--- src/hw/fpec_pkg.sv ---
// Package with register map, field positions and reset values of the flash control block
package fpec_pkg;
    localparam logic [15:0] ADDR_MODE_CTRL   = 16'hf020;
    localparam logic [15:0] ADDR_ERR_STATUS  = 16'hf021;
    localparam logic [15:0] ADDR_POWER_CTRL  = 16'hf022;
    localparam logic [15:0] ADDR_BLOCK_SEL   = 16'hf023;
    localparam logic [15:0] ADDR_ACCESS_EN   = 16'hf02b;
    localparam logic [7:0]  REG_RESET        = 8'h00;
    localparam int          BIT_WRITE_EN     = 6;
    localparam int          BIT_ERASE_SETUP  = 5;
    localparam int          BIT_PROG_SETUP   = 4;
    localparam int          BIT_ERASE_VERIFY = 3;
    localparam int          BIT_PROG_VERIFY  = 2;
    localparam int          BIT_ERASE        = 1;
    localparam int          BIT_PROGRAM      = 0;
    localparam int          BIT_ERROR_FLAG   = 7;
    localparam int          BIT_POWER_DOWN   = 7;
    localparam int          BIT_REGS_ENABLE  = 7;
    localparam logic [7:0]  MODE_CTRL_MASK   = 8'h7f;
    localparam logic [7:0]  BLOCK_SEL_MASK   = 8'h1f;
    localparam logic [7:0]  TOP_BIT_MASK     = 8'h80;
    localparam int          NUM_BLOCKS       = 5;
    localparam logic [15:0] BLOCK_BASE_0     = 16'h0000;
    localparam logic [15:0] BLOCK_BASE_1     = 16'h0400;
    localparam logic [15:0] BLOCK_BASE_2     = 16'h0800;
    localparam logic [15:0] BLOCK_BASE_3     = 16'h0c00;
    localparam logic [15:0] BLOCK_BASE_4     = 16'h1000;
    localparam logic [15:0] BLOCK_END_SMALL  = 16'h3fff;
    localparam logic [15:0] BLOCK_END_LARGE  = 16'h7fff;
    typedef enum logic [2:0] {
        FPEC_READ,
        FPEC_PROG_SETUP,
        FPEC_PROGRAM,
        FPEC_PROG_VERIFY,
        FPEC_ERASE_SETUP,
        FPEC_ERASE,
        FPEC_ERASE_VERIFY
    } fpec_mode_t;
endpackage

--- src/hw/fpec_top.sv ---
// Flash program and erase control registers and mode sequencing
`timescale 1ns/10ps
module fpec_top #(
    parameter bit HAS_FLASH   = 1'b1,
    parameter bit LARGE_ARRAY = 1'b1
) (
    input  wire logic        clk_i,
    input  wire logic        rst_i,
    input  wire logic        ce_i,
    input  wire logic [15:0] bus_addr_i,
    input  wire logic        bus_sel_i,
    input  wire logic        bus_wr_i,
    input  wire logic [7:0]  bus_wdata_i,
    output logic [7:0]       bus_rdata_o,
    output logic             bus_ack_o,
    input  wire logic        array_error_i,
    input  wire logic [15:0] array_addr_i,
    output logic [2:0]       flash_mode_o,
    output logic             error_protect_o,
    output logic             erase_allowed_o,
    output logic             power_down_disable_o
);
    localparam int NUM_BLOCKS = fpec_pkg::NUM_BLOCKS;

    logic [7:0]         flash_mode_control;
    logic [7:0]         flash_error_status;
    logic [7:0]         flash_power_control;
    logic [7:0]         erase_block_select;
    logic [7:0]         flash_regs_access_enable;
    logic               busy;
    logic               take;
    logic               do_wr;
    logic               ctrl_ok;
    logic               error_flag;
    logic [7:0]         next_mode_ctrl;
    logic [7:0]         next_block_sel;
    logic [7:0]         rdata;
    logic [NUM_BLOCKS-1:0] block_hit;
    logic [15:0]        last_large;
    logic [2:0]         sel_count;
    fpec_pkg::fpec_mode_t mode;

    assign take    = bus_sel_i && !busy;
    assign do_wr   = take && bus_wr_i && HAS_FLASH;
    assign ctrl_ok = flash_regs_access_enable[fpec_pkg::BIT_REGS_ENABLE];
    assign error_flag = flash_error_status[fpec_pkg::BIT_ERROR_FLAG];

    // Two-state bus cycle: take in first state, answer in second
    always_ff @(posedge clk_i) begin
        if (rst_i) begin
            busy      <= 1'b0;
            bus_ack_o <= 1'b0;
        end else if (ce_i) begin
            busy      <= take;
            bus_ack_o <= take;
        end
    end

    // Mode control next value
    always_comb begin
        next_mode_ctrl = bus_wdata_i & fpec_pkg::MODE_CTRL_MASK;
        if (!bus_wdata_i[fpec_pkg::BIT_WRITE_EN]) begin
            next_mode_ctrl = fpec_pkg::REG_RESET;
        end
        if (!flash_mode_control[fpec_pkg::BIT_WRITE_EN]) begin
            next_mode_ctrl = fpec_pkg::REG_RESET;
            next_mode_ctrl[fpec_pkg::BIT_WRITE_EN] = bus_wdata_i[fpec_pkg::BIT_WRITE_EN];
        end
        if (!flash_mode_control[fpec_pkg::BIT_ERASE_SETUP]) begin
            next_mode_ctrl[fpec_pkg::BIT_ERASE] = 1'b0;
        end
        if (!flash_mode_control[fpec_pkg::BIT_PROG_SETUP]) begin
            next_mode_ctrl[fpec_pkg::BIT_PROGRAM] = 1'b0;
        end
        if (error_flag) begin
            next_mode_ctrl[fpec_pkg::BIT_ERASE]   = 1'b0;
            next_mode_ctrl[fpec_pkg::BIT_PROGRAM] = 1'b0;
        end
    end

    always_ff @(posedge clk_i) begin
        if (rst_i) begin
            flash_mode_control <= fpec_pkg::REG_RESET;
        end else if (ce_i) begin
            if (do_wr && ctrl_ok && bus_addr_i == fpec_pkg::ADDR_MODE_CTRL) begin
                flash_mode_control <= next_mode_ctrl;
            end else if (error_flag) begin
                flash_mode_control[fpec_pkg::BIT_ERASE]   <= 1'b0;
                flash_mode_control[fpec_pkg::BIT_PROGRAM] <= 1'b0;
            end
        end
    end

    // Count of block bits in a write
    always_comb begin
        sel_count = 3'h0;
        for (int i = 0; i < NUM_BLOCKS; i++) begin
            sel_count = sel_count + {2'h0, bus_wdata_i[i]};
        end
        next_block_sel = bus_wdata_i & fpec_pkg::BLOCK_SEL_MASK;
        if (sel_count > 3'h1) begin
            next_block_sel = fpec_pkg::REG_RESET;
        end
    end

    always_ff @(posedge clk_i) begin
        if (rst_i) begin
            erase_block_select <= fpec_pkg::REG_RESET;
        end else if (ce_i) begin
            if (!flash_mode_control[fpec_pkg::BIT_WRITE_EN]) begin
                erase_block_select <= fpec_pkg::REG_RESET;
            end else if (do_wr && ctrl_ok && bus_addr_i == fpec_pkg::ADDR_BLOCK_SEL) begin
                erase_block_select <= next_block_sel;
            end
        end
    end

    always_ff @(posedge clk_i) begin
        if (rst_i) begin
            flash_power_control <= fpec_pkg::REG_RESET;
        end else if (ce_i) begin
            if (do_wr && ctrl_ok && bus_addr_i == fpec_pkg::ADDR_POWER_CTRL) begin
                flash_power_control <= bus_wdata_i & fpec_pkg::TOP_BIT_MASK;
            end
        end
    end

    always_ff @(posedge clk_i) begin
        if (rst_i) begin
            flash_regs_access_enable <= fpec_pkg::REG_RESET;
        end else if (ce_i) begin
            if (do_wr && bus_addr_i == fpec_pkg::ADDR_ACCESS_EN) begin
                flash_regs_access_enable <= bus_wdata_i & fpec_pkg::TOP_BIT_MASK;
            end
        end
    end

    // Error flag sticky while write enable stays set; writes never touch it
    always_ff @(posedge clk_i) begin
        if (rst_i) begin
            flash_error_status <= fpec_pkg::REG_RESET;
        end else if (ce_i) begin
            if (array_error_i && (flash_mode_control[fpec_pkg::BIT_ERASE] ||
                                  flash_mode_control[fpec_pkg::BIT_PROGRAM])) begin
                flash_error_status <= fpec_pkg::TOP_BIT_MASK;
            end else if (!flash_mode_control[fpec_pkg::BIT_WRITE_EN]) begin
                flash_error_status <= fpec_pkg::REG_RESET;
            end
        end
    end

    // Block address ranges
    assign last_large = LARGE_ARRAY ? fpec_pkg::BLOCK_END_LARGE : fpec_pkg::BLOCK_END_SMALL;
    fpec_block_range u_blk0 (
        .addr_i (array_addr_i),
        .base_i (fpec_pkg::BLOCK_BASE_0),
        .last_i (fpec_pkg::BLOCK_BASE_1 - 16'h0001),
        .hit_o  (block_hit[0])
    );
    fpec_block_range u_blk1 (
        .addr_i (array_addr_i),
        .base_i (fpec_pkg::BLOCK_BASE_1),
        .last_i (fpec_pkg::BLOCK_BASE_2 - 16'h0001),
        .hit_o  (block_hit[1])
    );
    fpec_block_range u_blk2 (
        .addr_i (array_addr_i),
        .base_i (fpec_pkg::BLOCK_BASE_2),
        .last_i (fpec_pkg::BLOCK_BASE_3 - 16'h0001),
        .hit_o  (block_hit[2])
    );
    fpec_block_range u_blk3 (
        .addr_i (array_addr_i),
        .base_i (fpec_pkg::BLOCK_BASE_3),
        .last_i (fpec_pkg::BLOCK_BASE_4 - 16'h0001),
        .hit_o  (block_hit[3])
    );
    fpec_block_range u_blk4 (
        .addr_i (array_addr_i),
        .base_i (fpec_pkg::BLOCK_BASE_4),
        .last_i (last_large),
        .hit_o  (block_hit[4])
    );

    // Mode decode, priority program, erase, verifies, setups
    always_comb begin
        mode = fpec_pkg::FPEC_READ;
        if (flash_mode_control[fpec_pkg::BIT_PROGRAM]) begin
            mode = fpec_pkg::FPEC_PROGRAM;
        end else if (flash_mode_control[fpec_pkg::BIT_ERASE]) begin
            mode = fpec_pkg::FPEC_ERASE;
        end else if (flash_mode_control[fpec_pkg::BIT_ERASE_VERIFY]) begin
            mode = fpec_pkg::FPEC_ERASE_VERIFY;
        end else if (flash_mode_control[fpec_pkg::BIT_PROG_VERIFY]) begin
            mode = fpec_pkg::FPEC_PROG_VERIFY;
        end else if (flash_mode_control[fpec_pkg::BIT_ERASE_SETUP]) begin
            mode = fpec_pkg::FPEC_ERASE_SETUP;
        end else if (flash_mode_control[fpec_pkg::BIT_PROG_SETUP]) begin
            mode = fpec_pkg::FPEC_PROG_SETUP;
        end
    end

    always_ff @(posedge clk_i) begin
        if (rst_i) begin
            flash_mode_o         <= fpec_pkg::FPEC_READ;
            error_protect_o      <= 1'b0;
            erase_allowed_o      <= 1'b0;
            power_down_disable_o <= 1'b0;
        end else if (ce_i) begin
            flash_mode_o         <= mode;
            error_protect_o      <= error_flag;
            erase_allowed_o      <= |(block_hit & erase_block_select[NUM_BLOCKS-1:0]);
            power_down_disable_o <= flash_power_control[fpec_pkg::BIT_POWER_DOWN];
        end
    end

    // Read mux
    always_comb begin
        rdata = fpec_pkg::REG_RESET;
        if (bus_addr_i == fpec_pkg::ADDR_ACCESS_EN) begin
            rdata = flash_regs_access_enable;
        end else if (ctrl_ok) begin
            case (bus_addr_i)
                fpec_pkg::ADDR_MODE_CTRL:  rdata = flash_mode_control;
                fpec_pkg::ADDR_ERR_STATUS: rdata = flash_error_status;
                fpec_pkg::ADDR_POWER_CTRL: rdata = flash_power_control;
                fpec_pkg::ADDR_BLOCK_SEL:  rdata = erase_block_select;
                default:                   rdata = fpec_pkg::REG_RESET;
            endcase
        end
    end

    always_ff @(posedge clk_i) begin
        if (rst_i) begin
            bus_rdata_o <= fpec_pkg::REG_RESET;
        end else if (ce_i) begin
            if (take && !bus_wr_i) begin
                bus_rdata_o <= HAS_FLASH ? rdata : fpec_pkg::REG_RESET;
            end
        end
    end
endmodule

--- src/hw/fpec_block_range.sv ---
// Address range check for one erase block
`timescale 1ns/10ps
module fpec_block_range (
    input  wire logic [15:0] addr_i,
    input  wire logic [15:0] base_i,
    input  wire logic [15:0] last_i,
    output logic             hit_o
);
    assign hit_o = (addr_i >= base_i) && (addr_i <= last_i);
endmodule

--- config.mk ---
export PLATFORM = sky130hd
export DESIGN_NAME = fpec_top
export DESIGN_NICKNAME = d
export VERILOG_FILES = /design/src/hw/fpec_pkg.sv /design/src/hw/fpec_top.sv /design/src/hw/fpec_block_range.sv
export SDC_FILE = /design/constraint.sdc
export NUM_CORES = 1
export LEC_CHECK = 0
export ABC_AREA = 1
export BUFFER_PORTS_ARGS = -buffer_cell sky130_fd_sc_hd__buf_2
export CORE_MARGIN = 2
export CORE_UTILIZATION = 41
export DETAILED_ROUTE_END_ITERATION = 8
export PLACE_DENSITY = 0.63
export SLEW_MARGIN = 20
export SYNTH_ARGS = -nofsm -noshare
export SYNTH_HDL_FRONTEND = slang
export SYNTH_HIERARCHICAL = 1
export SYNTH_SLANG_ARGS = --single-unit
--- constraint.sdc ---
create_clock -name clk_i -period 4 [get_ports clk_i]
set_input_delay 0.8 -clock clk_i [delete_from_list [all_inputs] [get_ports clk_i]]
set_output_delay 0.8 -clock clk_i [all_outputs]
set_load 0.1 [all_outputs]
# After elaboration in Yosys (flattened, before gate mapping)

Index checks and enable logic that the tools add are counted.

Flip-flop bits (word level): 41
Bits in latches: 0
RAM bits: 0
Bits in read-only memories: 0
Bits of input ports: 46
Output and inout bits: 15
Logic and storage cells: 82
Memories kept: 0

Add/sub/neg operators: 4
$mul: 0
Div/mod/pow operators: 0
Order comparisons: 11
Equal/unequal tests: 7
Shift operators: 0
Mux-type cells: 21
Bitwise logic cells: 1
Reductions and logical operators: 26

Operators with widths:

| cell                   | count |
|---|---|
| $eq A16 B16 Y1 const B | 5 |
| $mux W8                | 7 |
| $ge A16 B12 Y1 const B | 2 |
| $le A16 B12 Y1 const B | 2 |
| $pmux W8 S4            | 1 |
| $ge A16 B1 Y1 const B  | 1 |
| $ge A16 B11 Y1 const B | 1 |
| $ge A16 B13 Y1 const B | 1 |
| $le A16 B10 Y1 const B | 1 |
| $le A16 B11 Y1 const B | 1 |
| $le A16 B15 Y1 const B | 1 |
| $mux W3                | 5 |
| $logic_and A1 B1 Y1    | 14 |
| $reduce_and A2 Y1      | 7 |
| $mux W7                | 1 |
| $add A3 B1 Y3          | 2 |
| $mux W2                | 3 |
| $and A5 B5 Y5          | 1 |
| $mux W5                | 1 |
| $reduce_or A5 Y1       | 1 |
| $ne A2 B1 Y1 const B   | 2 |
| $add A2 B1 Y3          | 1 |
| $gt A3 B1 Y1 const B   | 1 |
| $mux W1                | 3 |
| other kinds (4)        | 5 |

# Depth between registers and ports, before layout

Gate-level depths: netlist (run 1).

Depth in word-level cells: 8
Mapped depth: 18
Mapped depth without buffers: 18

# Modules after synthesis

The synthesis (run 1) kept the hierarchy.

Modules (own cells, without submodules):

| module           | instances | cells an instance | area each (um^2) | sequential area each (um^2) |
|---|---|---|---|---|
| fpec_block_range | 5         | 140               | 855.8            | 0.0 |
| fpec_top         | 1         | 228               | 1,584.0          | 600.6 |

# Worst setup path before layout (run 1)

Ideal clock, no wire load.

Path kind: input to register
Start: input bus_wdata_i[0]
End: register erase_block_select[0]
Setup time: 70 ps
Arrival: 2,279 ps
Required time: 3,930 ps
Path slack: 1,651 ps
Stages: 9
Buffers on the path: 0
Cell sequence: inv_1 -> fa_1 -> inv_1 -> ha_1 -> a21oi_1 -> nand2_1 -> nor3_1 -> nand2_1 -> a21oi_1

Cells in the longest elaborated chain, start to end: 8

Ends and longest elaborated chain:

| item                       | line            | source |
|---|---|---|
| start: declaration         | fpec_top.sv:13  | `input wire logic [7:0] bus_wdata_i,` |
| $add A1 B1 Y2              | fpec_top.sv:98  | `sel_count = sel_count + {2'h0, bus_wdata_i[i]};` |
| $add A2 B1 Y3              | fpec_top.sv:98  |  |
| $add A3 B1 Y3 (2 in a row) | fpec_top.sv:98  |  |
| $gt A3 B1 Y1               | fpec_top.sv:101 | `if (sel_count > 3'h1) begin` |
| $mux W5 (*)                | fpec_top.sv:101 |  |
| $mux W8 (*)                | fpec_top.sv:112 | `end else if (do_wr && ctrl_ok && bus_addr_i == fpec_pkg::ADDR_BLOCK_SEL) begin` |
| $mux W8 (*)                | fpec_top.sv:110 | `if (!flash_mode_control[fpec_pkg::BIT_WRITE_EN]) begin` |
| end signal: assignment     | fpec_top.sv:108 | `erase_block_select <= fpec_pkg::REG_RESET;` |
| end signal: assignment     | fpec_top.sv:111 | `erase_block_select <= fpec_pkg::REG_RESET;` |
| end signal: assignment     | fpec_top.sv:113 | `erase_block_select <= next_block_sel;` |
| end: declaration           | fpec_top.sv:28  | `logic [7:0] erase_block_select;` |

Mark *: on every way between the ends. The rest lies on a longest branch, timed or not. The select of a mux whose other input is x is not followed.
A chain may end at the register's enable or synchronous reset.

# Worst setup path in the final report (run 1)

Ends and elaborated chain as after synthesis.

==> impl_metrics.tcl, run 1 <==
set metrics [dict create \
    status "completed" \
    drc_errors 0 \
    ys.flop_type "dfxtp_1" \
    cts_tree "yes" \
    h-tree-depth 2 \
    synthToLayoutAreaGrowth_pct 21.1 \
    cts_made_buffers 5 \
    cts-resized-gates 0 \
    stdcell_count 1329 \
    n_antenna_cell 0 \
    synth_cells 928 \
    max_cap_violations 0 \
    grtUsageTotal 0.179 \
    avgSynthCellArea_um2 6.32 \
    critPathMaxStageDelay_ns 0.54 \
    port_buffers 60 \
    numClockSinks 30 \
    ff2ff_path_depth 6 \
    drive_gt1_frac 0.0844 \
    post-route-period-util 0.578 \
    rsz0062_at_grt "false" \
    p_leak_nw 4.30 \
    clock_skew_ns 0.00331 \
    setup_tns_ns 0 \
    finalPower_mw 1.20 \
    hold_viol 0 \
    ys.warnings.count 6 \
    min_to "error_protect_o$_SDFFE_PP0P_" \
    reg2reg_from "flash_regs_access_enable[7]$_SDFFE_PP0P_" \
    start_util 0.421 \
    fmax_ghz 0.433 \
    reg2reg_setup_slack_ns 2.50 \
    overflow 0 \
    place_hpwl_um 10900 \
    die_y_um 124 \
    hold_path_class "register to register" \
    gp_congestion 0.791 \
    crit_type "input pin to register" \
    path_clk_slew_ns 0.05 \
    r2r-end "flash_mode_control[3]$_SDFFE_PP0P_" \
    postCtsHoldBufs 0 \
    avgViaCountPerCell 4.29 \
    report.final.slew_viol_count 0 \
    die_w_um 124 \
    grt_first_pass_wirelength_um 22400 \
    vdd_drop_max_mv 0.147 \
    clockBufferDepth 2 \
    cp_max_fo 4 \
    std_cell_rows 43 \
    async_flop_share 0 \
    vias 5697 \
    min_from "error_protect_o$_SDFFE_PP0P_" \
    grt_max_degree 24 \
    antenna_found_initial 0 \
    period_minus_slack_ns 2.31 \
    setup_violations 0 \
    initialDrtViolationCount 175 \
    synth-edff-count 0 \
    cp-start-kind "input pin" \
    dr.pass1.iters 4 \
    ioPinCount 61 \
    seq_area_frac_synth 0.102 \
    path_cells "buf_2 -> inv_1 -> fa_1 -> inv_1 -> ha_1 -> a21oi_1 -> nand2_1 -> nor3_1 -> nand2_1 -> a21oi_1" \
    wl_per_cell_um 9.71 \
    holdPathStages 2 \
    ys_seq_elements 30 \
    nNetsFinal 1356 \
    post-cts-setup-buffers 0 \
    pwr_density_cell_mw_per_mm2 169 \
    synthesis.area_mm2 0.00586 \
    grt_pass1_vias 5069 \
    fp.coreArea_mm2 0.0139 \
    synthDistinctLibCells 32 \
    wl_um 12900 \
    critPathRequiredTime_ns 4.20 \
    ant_nets 0 \
    place_inst 1321 \
    critPathSlowestCell "fa_1" \
    cts_root_buf "clkbuf_16" \
    clk_latency_ns 0.27 \
    end_kind "register" \
    arrival_ns 2.51 \
    die_area_mm2 0.0153 \
]
[metrics by stage]
step	instance area, um^2	util	setup slack [ns]	hold slack [ns]
2_1_floorplan	6460	-	1.65	0.444
3_3_place_gp	6950	0.499	1.46	0.450
3_5_place_dp	6950	0.499	1.42	0.450
4_1_cts	7100	0.510	1.70	0.458
5_1_grt	7100	0.510	1.52	0.477
6_report	7100	0.510	1.69	0.455
[power breakdown]
group | internal, mW | total (mW) | switching [mW] | leakage (nW)
Clock | 0.246 | 0.373 | 0.126 | 0.0739
Sequential | 0.303 | 0.306 | 0.00309 | 0.243
Combinational | 0.197 | 0.518 | 0.321 | 3.98
Total | 0.746 | 1.20 | 0.451 | 4.30
[worst max-delay path by stage]
| stage | start | endpoint | cells after the start |
|---|---|---|---|
| after floorplan | bus_wdata_i[0] | erase_block_select[0]$_SDFFE_PP0P_ | 9 |
| after global placement | bus_wdata_i[0] | erase_block_select[0]$_SDFFE_PP0P_ | 10 |
| after detailed placement | bus_wdata_i[0] | erase_block_select[0]$_SDFFE_PP0P_ | 10 |
| after CTS | bus_wdata_i[0] | erase_block_select[0]$_SDFFE_PP0P_ | 10 |
| after global routing | bus_wdata_i[0] | erase_block_select[0]$_SDFFE_PP0P_ | 10 |
| final | bus_wdata_i[0] | erase_block_select[0]$_SDFFE_PP0P_ | 10 |
[final cells by class]
type	instances	area [um^2]
Clock inverter	1	5.00
Clock buffer	7	143
Fill cell	1494	6830
Multi-Input combinational cell	822	4970
Inverter	229	860
Tap cell	180	225
Sequential cell	30	601
Timing Repair Buffer	60	300
[cells in the final DEF, fill, tap and decap left out, types with 6 or more instances in the layout]
master   synthesis  layout
o21ai_0         24      24
nand4_1         18      18
nor3_1           7       7
ha_1           161     161
nand2_2          6       6
nand3_1         38      38
nor2_2          11      11
buf_2            2      60
a21oi_1         92      92
nand2_1        221     221
conb_1           2     160
inv_1          226     226
dfxtp_1         30      30
nor2_1          51      51
[kinds of logic (layout without fill, tap and decap cells)]
logic type      count (synthesis)  in the layout  synth area share
flops                          30             30             0.102
other cells                     2            160           0.00128
compound gates                134            134             0.122
fa+ha+maj                     162            162             0.347
buf+inv                       234            297             0.152
simple gates                  366            366             0.276
[synthesized netlist by cell type, types with 2 or more instances]
master | number | area, um^2
o21ai_0 | 24 | 120
inv_2 | 3 | 11.3
dfxtp_1 | 30 | 601
buf_2 | 2 | 10.0
conb_1 | 2 | 7.51
clkbuf_1 | 2 | 7.51
nor3_2 | 5 | 50.1
nor4_1 | 2 | 12.5
nor2_2 | 11 | 68.8
o21a_1 | 5 | 37.5
inv_1 | 226 | 848
nand4_1 | 18 | 113
ha_1 | 161 | 2010
a21oi_1 | 92 | 460
nand3_4 | 2 | 35.0
o21bai_1 | 5 | 37.5
a21o_1 | 5 | 37.5
nor2_1 | 51 | 191
nand2_2 | 6 | 37.5
nand2_1 | 221 | 830
nor3_1 | 7 | 35.0
nand3_1 | 38 | 190
[sequential cells by signal, indices dropped and copies added, names as in the netlist]
register,cells
flash_mode_control,7
flash_mode_o,3
error_protect_o,1
bus_rdata_o,8
power_down_disable_o,1
flash_error_status,1
flash_regs_access_enable,1
flash_power_control,1
erase_allowed_o,1
busy,1
erase_block_select,5
[layer usage]
layer	track usage	vias to the layer above	wire [um]
met3	0.0156	7	440
met1	0.252	2368	6650
li1	-	3242	-
met5	0	-	0
met4	0.0170	0	91
met2	0.309	80	5730
[worst max-delay path, delay by kind of cell]
family,cells,cell delay (ns)
adder cells (fa/ha/maj),2,0.80
buffers and inverters,3,0.18
AO/OA/AOI/OAI,2,0.39
AND/OR/NAND/NOR,3,0.34
No activity file was read; power rests on OpenSTA's default activity.
==> run 2: changes to the inputs <==
PLACE_DENSITY = 0.65   (was 0.63)
clock period = 1.9 ns   (was 4 ns; I/O delays follow)
==> run 2 against run 1 <==
  * Final area rose by 5.1%
  * Total power grew 120%
  * Utilization grew 2.6 points
  * Hold slack got worse by 0.088 ns
  * Routed wire length up 0.74%
  * Count of clock-buffer cells in the layout decreased by 1
  * Clock power grew 100%
  * Sequential cell count unchanged
  * Die area unchanged
  * Cell count grew 3.1%
  * Sequential power up 110%
  * Clock skew barely moved
  * Highest routed layer unchanged
==> impl_metrics.tcl, run 2 (synthesis gave the netlist of run 1 again) <==
set metrics [dict create \
    clk_latency_ns 0.27 \
    die_y_um 124 \
    cp_max_fo 4 \
    clock_skew_ns 0.00343 \
    fmax_ghz 0.564 \
    setup_violations 0 \
    multiInputGateArea_mm2 0.00500 \
    largest_reg_flops 8 \
    nFillCells 1433 \
    n_antenna_cell 0 \
    fp.coreArea_mm2 0.0139 \
    report.final.slew_viol_count 0 \
    met2_usage 0.318 \
    synthToLayoutAreaGrowth_pct 27.3 \
    grtUsageMet3 0.0169 \
    hold_viol 0 \
    cts_root_buf "clkbuf_16" \
    grtUsageTotal 0.183 \
    cp-start-kind "input pin" \
    avgViaCountPerCell 4.25 \
    clockBufferDepth 2 \
    start_util 0.421 \
    cts_made_buffers 5 \
    arrival_ns 1.98 \
    final_common_cell "inv_1" \
    gp_congestion 0.836 \
    most-common-layout-cells "inv_1 (226), nand2_1 (217), ha_1 (161)" \
    critPathMaxStageDelay_ns 0.53 \
    min_from "bus_wdata_i[7]" \
    overflow 0 \
    critPathSlowestCell "fa_1" \
    die_w_um 124 \
    finalPower_mw 2.59 \
    reg2reg_from "flash_regs_access_enable[7]$_SDFFE_PP0P_" \
    grt_first_pass_wirelength_um 22800 \
    ff2ff_path_depth 6 \
    top_register "bus_rdata_o" \
    path_cells "buf_2 -> inv_1 -> fa_1 -> inv_1 -> ha_1 -> a21oi_2 -> nand2_2 -> nor3_2 -> nand2_1 -> a21oi_1" \
    use_met1 0.254 \
    startpoint "bus_wdata_i[0]" \
    p_leak_nw 4.51 \
    post-cts-setup-buffers 0 \
    finalWorstSetupSlack_ns 0.126 \
    cts_tree "yes" \
    ff_latch_area_um2 601 \
    busiest_layer "met2" \
    ioPinCount 61 \
    end_kind "register" \
    status "completed" \
    drc_errors 0 \
    wl_per_cell_um 9.49 \
    port_buffers 60 \
    place_hpwl_um 11300 \
    cpMostUsedCell "inv_1" \
    die_area_mm2 0.0153 \
    place_ws_ns -0.175 \
    initialDrtViolationCount 213 \
    setup_tns_ns 0 \
    pwr_density_cell_mw_per_mm2 347 \
    grt_pass1_vias 5144 \
    top_regs "bus_rdata_o x8, flash_mode_control x7, erase_block_select x5" \
    post-route-period-util 0.934 \
    wl_um 13000 \
    holdPathStages 3 \
    numClockSinks 30 \
    ant_nets 0 \
    grt_max_degree 23 \
    vias 5827 \
    dr.pass1.iters 4 \
    antenna_found_initial 0 \
    period_minus_slack_ns 1.77 \
    drive_gt1_frac 0.124 \
    crit_type "input pin to register" \
    vdd_drop_max_mv 0.302 \
    std_cell_rows 43 \
    path_clk_slew_ns 0.05 \
    nNetsFinal 1399 \
    max_cap_violations 0 \
    critPathRequiredTime_ns 2.10 \
    hold_path_class "input pin to register" \
    h-tree-depth 2 \
]
==> run 2: per-stage QoR <==
stage          utilization  hold slack (ns)  area (um^2)  std cells
3_3_place_gp         0.523            0.452         7290       1364
4_1_cts              0.533            0.369         7430       1370
6_report             0.536            0.367         7470       1370
2_1_floorplan            -            0.444         6460       1086
5_1_grt              0.536            0.370         7470       1370
3_5_place_dp         0.523            0.453         7290       1364
==> run 2: where the power goes <==
group          internal, mW  leakage [nW]  total (mW)  switching, mW
Clock                 0.504        0.0688       0.756          0.252
Combinational         0.494          4.20        1.19          0.696
Sequential            0.639         0.243       0.646        0.00693
==> run 2: worst paths after layout <==
| kind | to | slack, ns |
|---|---|---|
| min | flash_regs_access_enable[7]$_SDFFE_PP0P_ | 0.37 |
| max reg2reg | flash_mode_control[2]$_SDFFE_PP0P_ | 0.46 |
| min reg2reg | flash_mode_o[0]$_SDFFE_PP0P_ | 0.46 |
| max | erase_block_select[1]$_SDFFE_PP0P_ | 0.13 |
==> run 2: timing repair <==
item | in CTS | in global routing
resized for setup | 0 | 11
endpoints found under the setup margin | 0 | 3
hold buffers | 0 | 0
==> run 2: metal layers <==
layer / wire length [um] / share of wire / up-vias
met5: 0 / 0 / -
li1: - / - / 3323
met1: 6560 / 0.50 / 2433
met3: 366 / 0.028 / 9
met4: 99 / 0.0076 / 0
met2: 5970 / 0.46 / 62
==> run 2: area by class of cell <==
class                      count  share of cell area
sequential                    30              0.0804
inverter                     229               0.115
timing repair buffer         103              0.0863
tap                          180              0.0302
clock buffer                   6              0.0186
multi-input combinational    822               0.669
==> run 2: worst max-delay path, delay by kind of cell <==
family	cells	cell delay (ns)
adders and majority gates	2	0.81
buffers and inverters	3	0.17
and+or+nand+nor	3	0.27
AOI/OAI and AO/OA	2	0.34
==> run 3: changes to the inputs <==
ABC_AREA = not set   (was 1)
==> run 3 against run 2 <==
  * The flow now finishes with violations (setup timing)
  * Critical path type unchanged
  * Global-route usage grew 0.96 points
  * Fmax fell by 8.8%
  * Count of clock-buffer cells in the layout unchanged
  * Die area shrank 5.4%
  * Non-clock buffer count increased by 47
  * Largest power group unchanged
  * Critical path depth shrank 1
  * Critical endpoint is now erase_allowed_o$_SDFFE_PP0P_
  * Area after synthesis decreased by 5.5%
==> impl_metrics.tcl, run 3 <==
set metrics [dict create \
    status "finished with violations" \
    violations "setup timing" \
    std_cell_rows 42 \
    finalWorstSetupSlack_ns -0.0452 \
    dr.pass1.iters 4 \
    grt_max_degree 14 \
    rsz0062_at_grt "true" \
    grt_pass1_vias 5184 \
    synthToLayoutAreaGrowth_pct 41.6 \
    port_buffers 60 \
    setup_violations 1 \
    initialDrtViolationCount 246 \
    clock_skew_ns 0.00495 \
    cts_tree "yes" \
    top_register "bus_rdata_o" \
    p_leak_nw 4.21 \
    clockBufferDepth 2 \
    synth_cells 717 \
    place_hpwl_um 11400 \
    wl_per_cell_um 11.1 \
    synth_top_area_cell "ha_1" \
    nNetsFinal 1233 \
    most-common-layout-cells "inv_1 (165), conb_1 (160), ha_1 (143)" \
    grtUsageTotal 0.193 \
    yosysTopAreaCellShare 0.364 \
    cts_made_buffers 5 \
    numClockSinks 30 \
    synth.most_common_cell "inv_1" \
    synth-edff-count 0 \
    top_regs "bus_rdata_o x8, flash_mode_control x7, erase_block_select x5" \
    path_clk_slew_ns 0.05 \
    avgViaCountPerCell 4.51 \
    die_area_mm2 0.0145 \
    start_util 0.418 \
    grt_first_pass_wirelength_um 23100 \
    overflow 0 \
    crit_type "input pin to register" \
    place_ws_ns -0.509 \
    pwr_density_cell_mw_per_mm2 354 \
    h-tree-depth 2 \
    fp.coreArea_mm2 0.0132 \
    end_kind "register" \
    arrival_ns 2.09 \
    vdd_drop_max_mv 0.337 \
    wl_um 13400 \
    maxSlewHeadroom 0.616 \
    cts_root_buf "clkbuf_16" \
    largest_reg_flops 8 \
    antenna_found_initial 0 \
    ys.flop_type "dfxtp_1" \
    n_antenna_cell 0 \
    vias 5418 \
    synthesis.area_mm2 0.00554 \
    ys_top_cells_by_area "ha_1 (36%), inv_1 (11%), dfxtp_1 (11%)" \
    cp_max_fo 6 \
    drive_gt1_frac 0.201 \
    cp-start-kind "input pin" \
    hold_viol 0 \
    die_w_um 120 \
    period_minus_slack_ns 1.95 \
    drc_errors 0 \
    hold_ws_ns 0.370 \
    async_flop_share 0 \
    post-route-period-util 1.02 \
    hold_path_class "input pin to register" \
    seq_area_frac_synth 0.108 \
    worstMarginPinSlew_ns 0.574 \
    avgSynthCellArea_um2 7.73 \
    gp_congestion 0.865 \
    ys_seq_elements 30 \
    synthDistinctLibCells 54 \
    ant_nets 0 \
    max_cap_violations 0 \
    report.final.slew_viol_count 0 \
    ys.warnings.count 6 \
    final_common_cell "inv_1" \
    die_y_um 120 \
    critPathRequiredTime_ns 2.04 \
    clk_latency_ns 0.27 \
    setup_tns_ns -0.0452 \
    ioPinCount 61 \
    synthTopCellsByCount "inv_1 (169), ha_1 (161), a21oi_1 (68), nand2_1 (52), o21ai_0 (31)" \
    fmax_ghz 0.514 \
]
==> run 3: kinds of logic (layout without fill, tap and decap cells) <==
kind of cell               count (synthesis)  in the layout  synth area share
AOI/OAI and AO/OA                        158            158             0.181
DFF                                       30             30             0.108
adders and majority gates                162            162             0.367
buffers and inverters                    176            327             0.122
other                                      2            160           0.00136
and+or+nand+nor                          179            179             0.202
muxes                                     10             10            0.0181
==> run 3: final cells by class <==
type | count | area, um^2
fillers | 1237 | 5400
multi-input cells | 669 | 5120
repair buffers | 150 | 1110
inverters | 169 | 634
flip-flops and latches | 30 | 602
well taps | 176 | 220
clock buffers | 6 | 139
clock inverters | 2 | 12.5
==> run 3: path summary, 6_finish.rpt <==
check                                                           end  slack, ns                    startpoint  cells after the start
worst max-delay path                   erase_allowed_o$_SDFFE_PP0P_      -0.05              array_addr_i[15]                      9
worst min-delay path            flash_power_control[7]$_SDFFE_PP0P_       0.37                bus_wdata_i[7]                      3
worst max register to register   flash_mode_control[1]$_SDFFE_PP0P_       0.19             busy$_SDFFE_PP0P_                      4
worst min register to register         flash_mode_o[2]$_SDFFE_PP0P_       0.46  flash_mode_o[2]$_SDFFE_PP0P_                      2
==> run 3: layer usage <==
| metal | routed length, um | global-route usage |
|---|---|---|
| met1 | 6620 | 0.262 |
| met2 | 6200 | 0.336 |
| met3 | 383 | 0.0203 |
| met4 | 149 | 0.0283 |
| met5 | 0 | 0 |
==> run 3: critical path: stages <==
cell and delay (ns):
buf_6 0.13, buf_4 0.17, ha_1 0.34, nand4_4 0.12, a2111o_1 0.36, o211a_1 0.13, o32a_1 0.20, a22oi_1 0.15
a311oi_1 0.10
==> run 3: what timing repair did <==
item,4_1_cts,5_1_grt
buffers inserted,1,0
hold buffers,0,0
pin swaps,17,11
endpoints found under the setup margin,1,6
endpoints found under the hold margin,0,0
resized for setup,39,22
==> run 3: report_power, final <==
| group | total (mW) | leakage, nW | internal (mW) | switching, mW |
|---|---|---|---|---|
| clock | 0.800 | 0.0729 | 0.518 | 0.282 |
| sequential | 0.635 | 0.242 | 0.633 | 0.00201 |
| combinational | 1.34 | 3.89 | 0.646 | 0.698 |
| total | 2.78 | 4.21 | 1.80 | 0.982 |
==> run 3: through the flow <==
| step | power (mW) | instance area (um^2) | std cells | util |
|---|---|---|---|---|
| finish | 2.78 | 7840 | 1202 | 0.592 |
| global route | 3.03 | 7840 | 1202 | 0.592 |
| CTS | 2.73 | 7750 | 1202 | 0.585 |
| detailed placement | 1.89 | 7430 | 1193 | 0.561 |
| global placement | 1.87 | 7430 | 1193 | 0.561 |
| floorplan | 1.42 | 6270 | 875 | - |
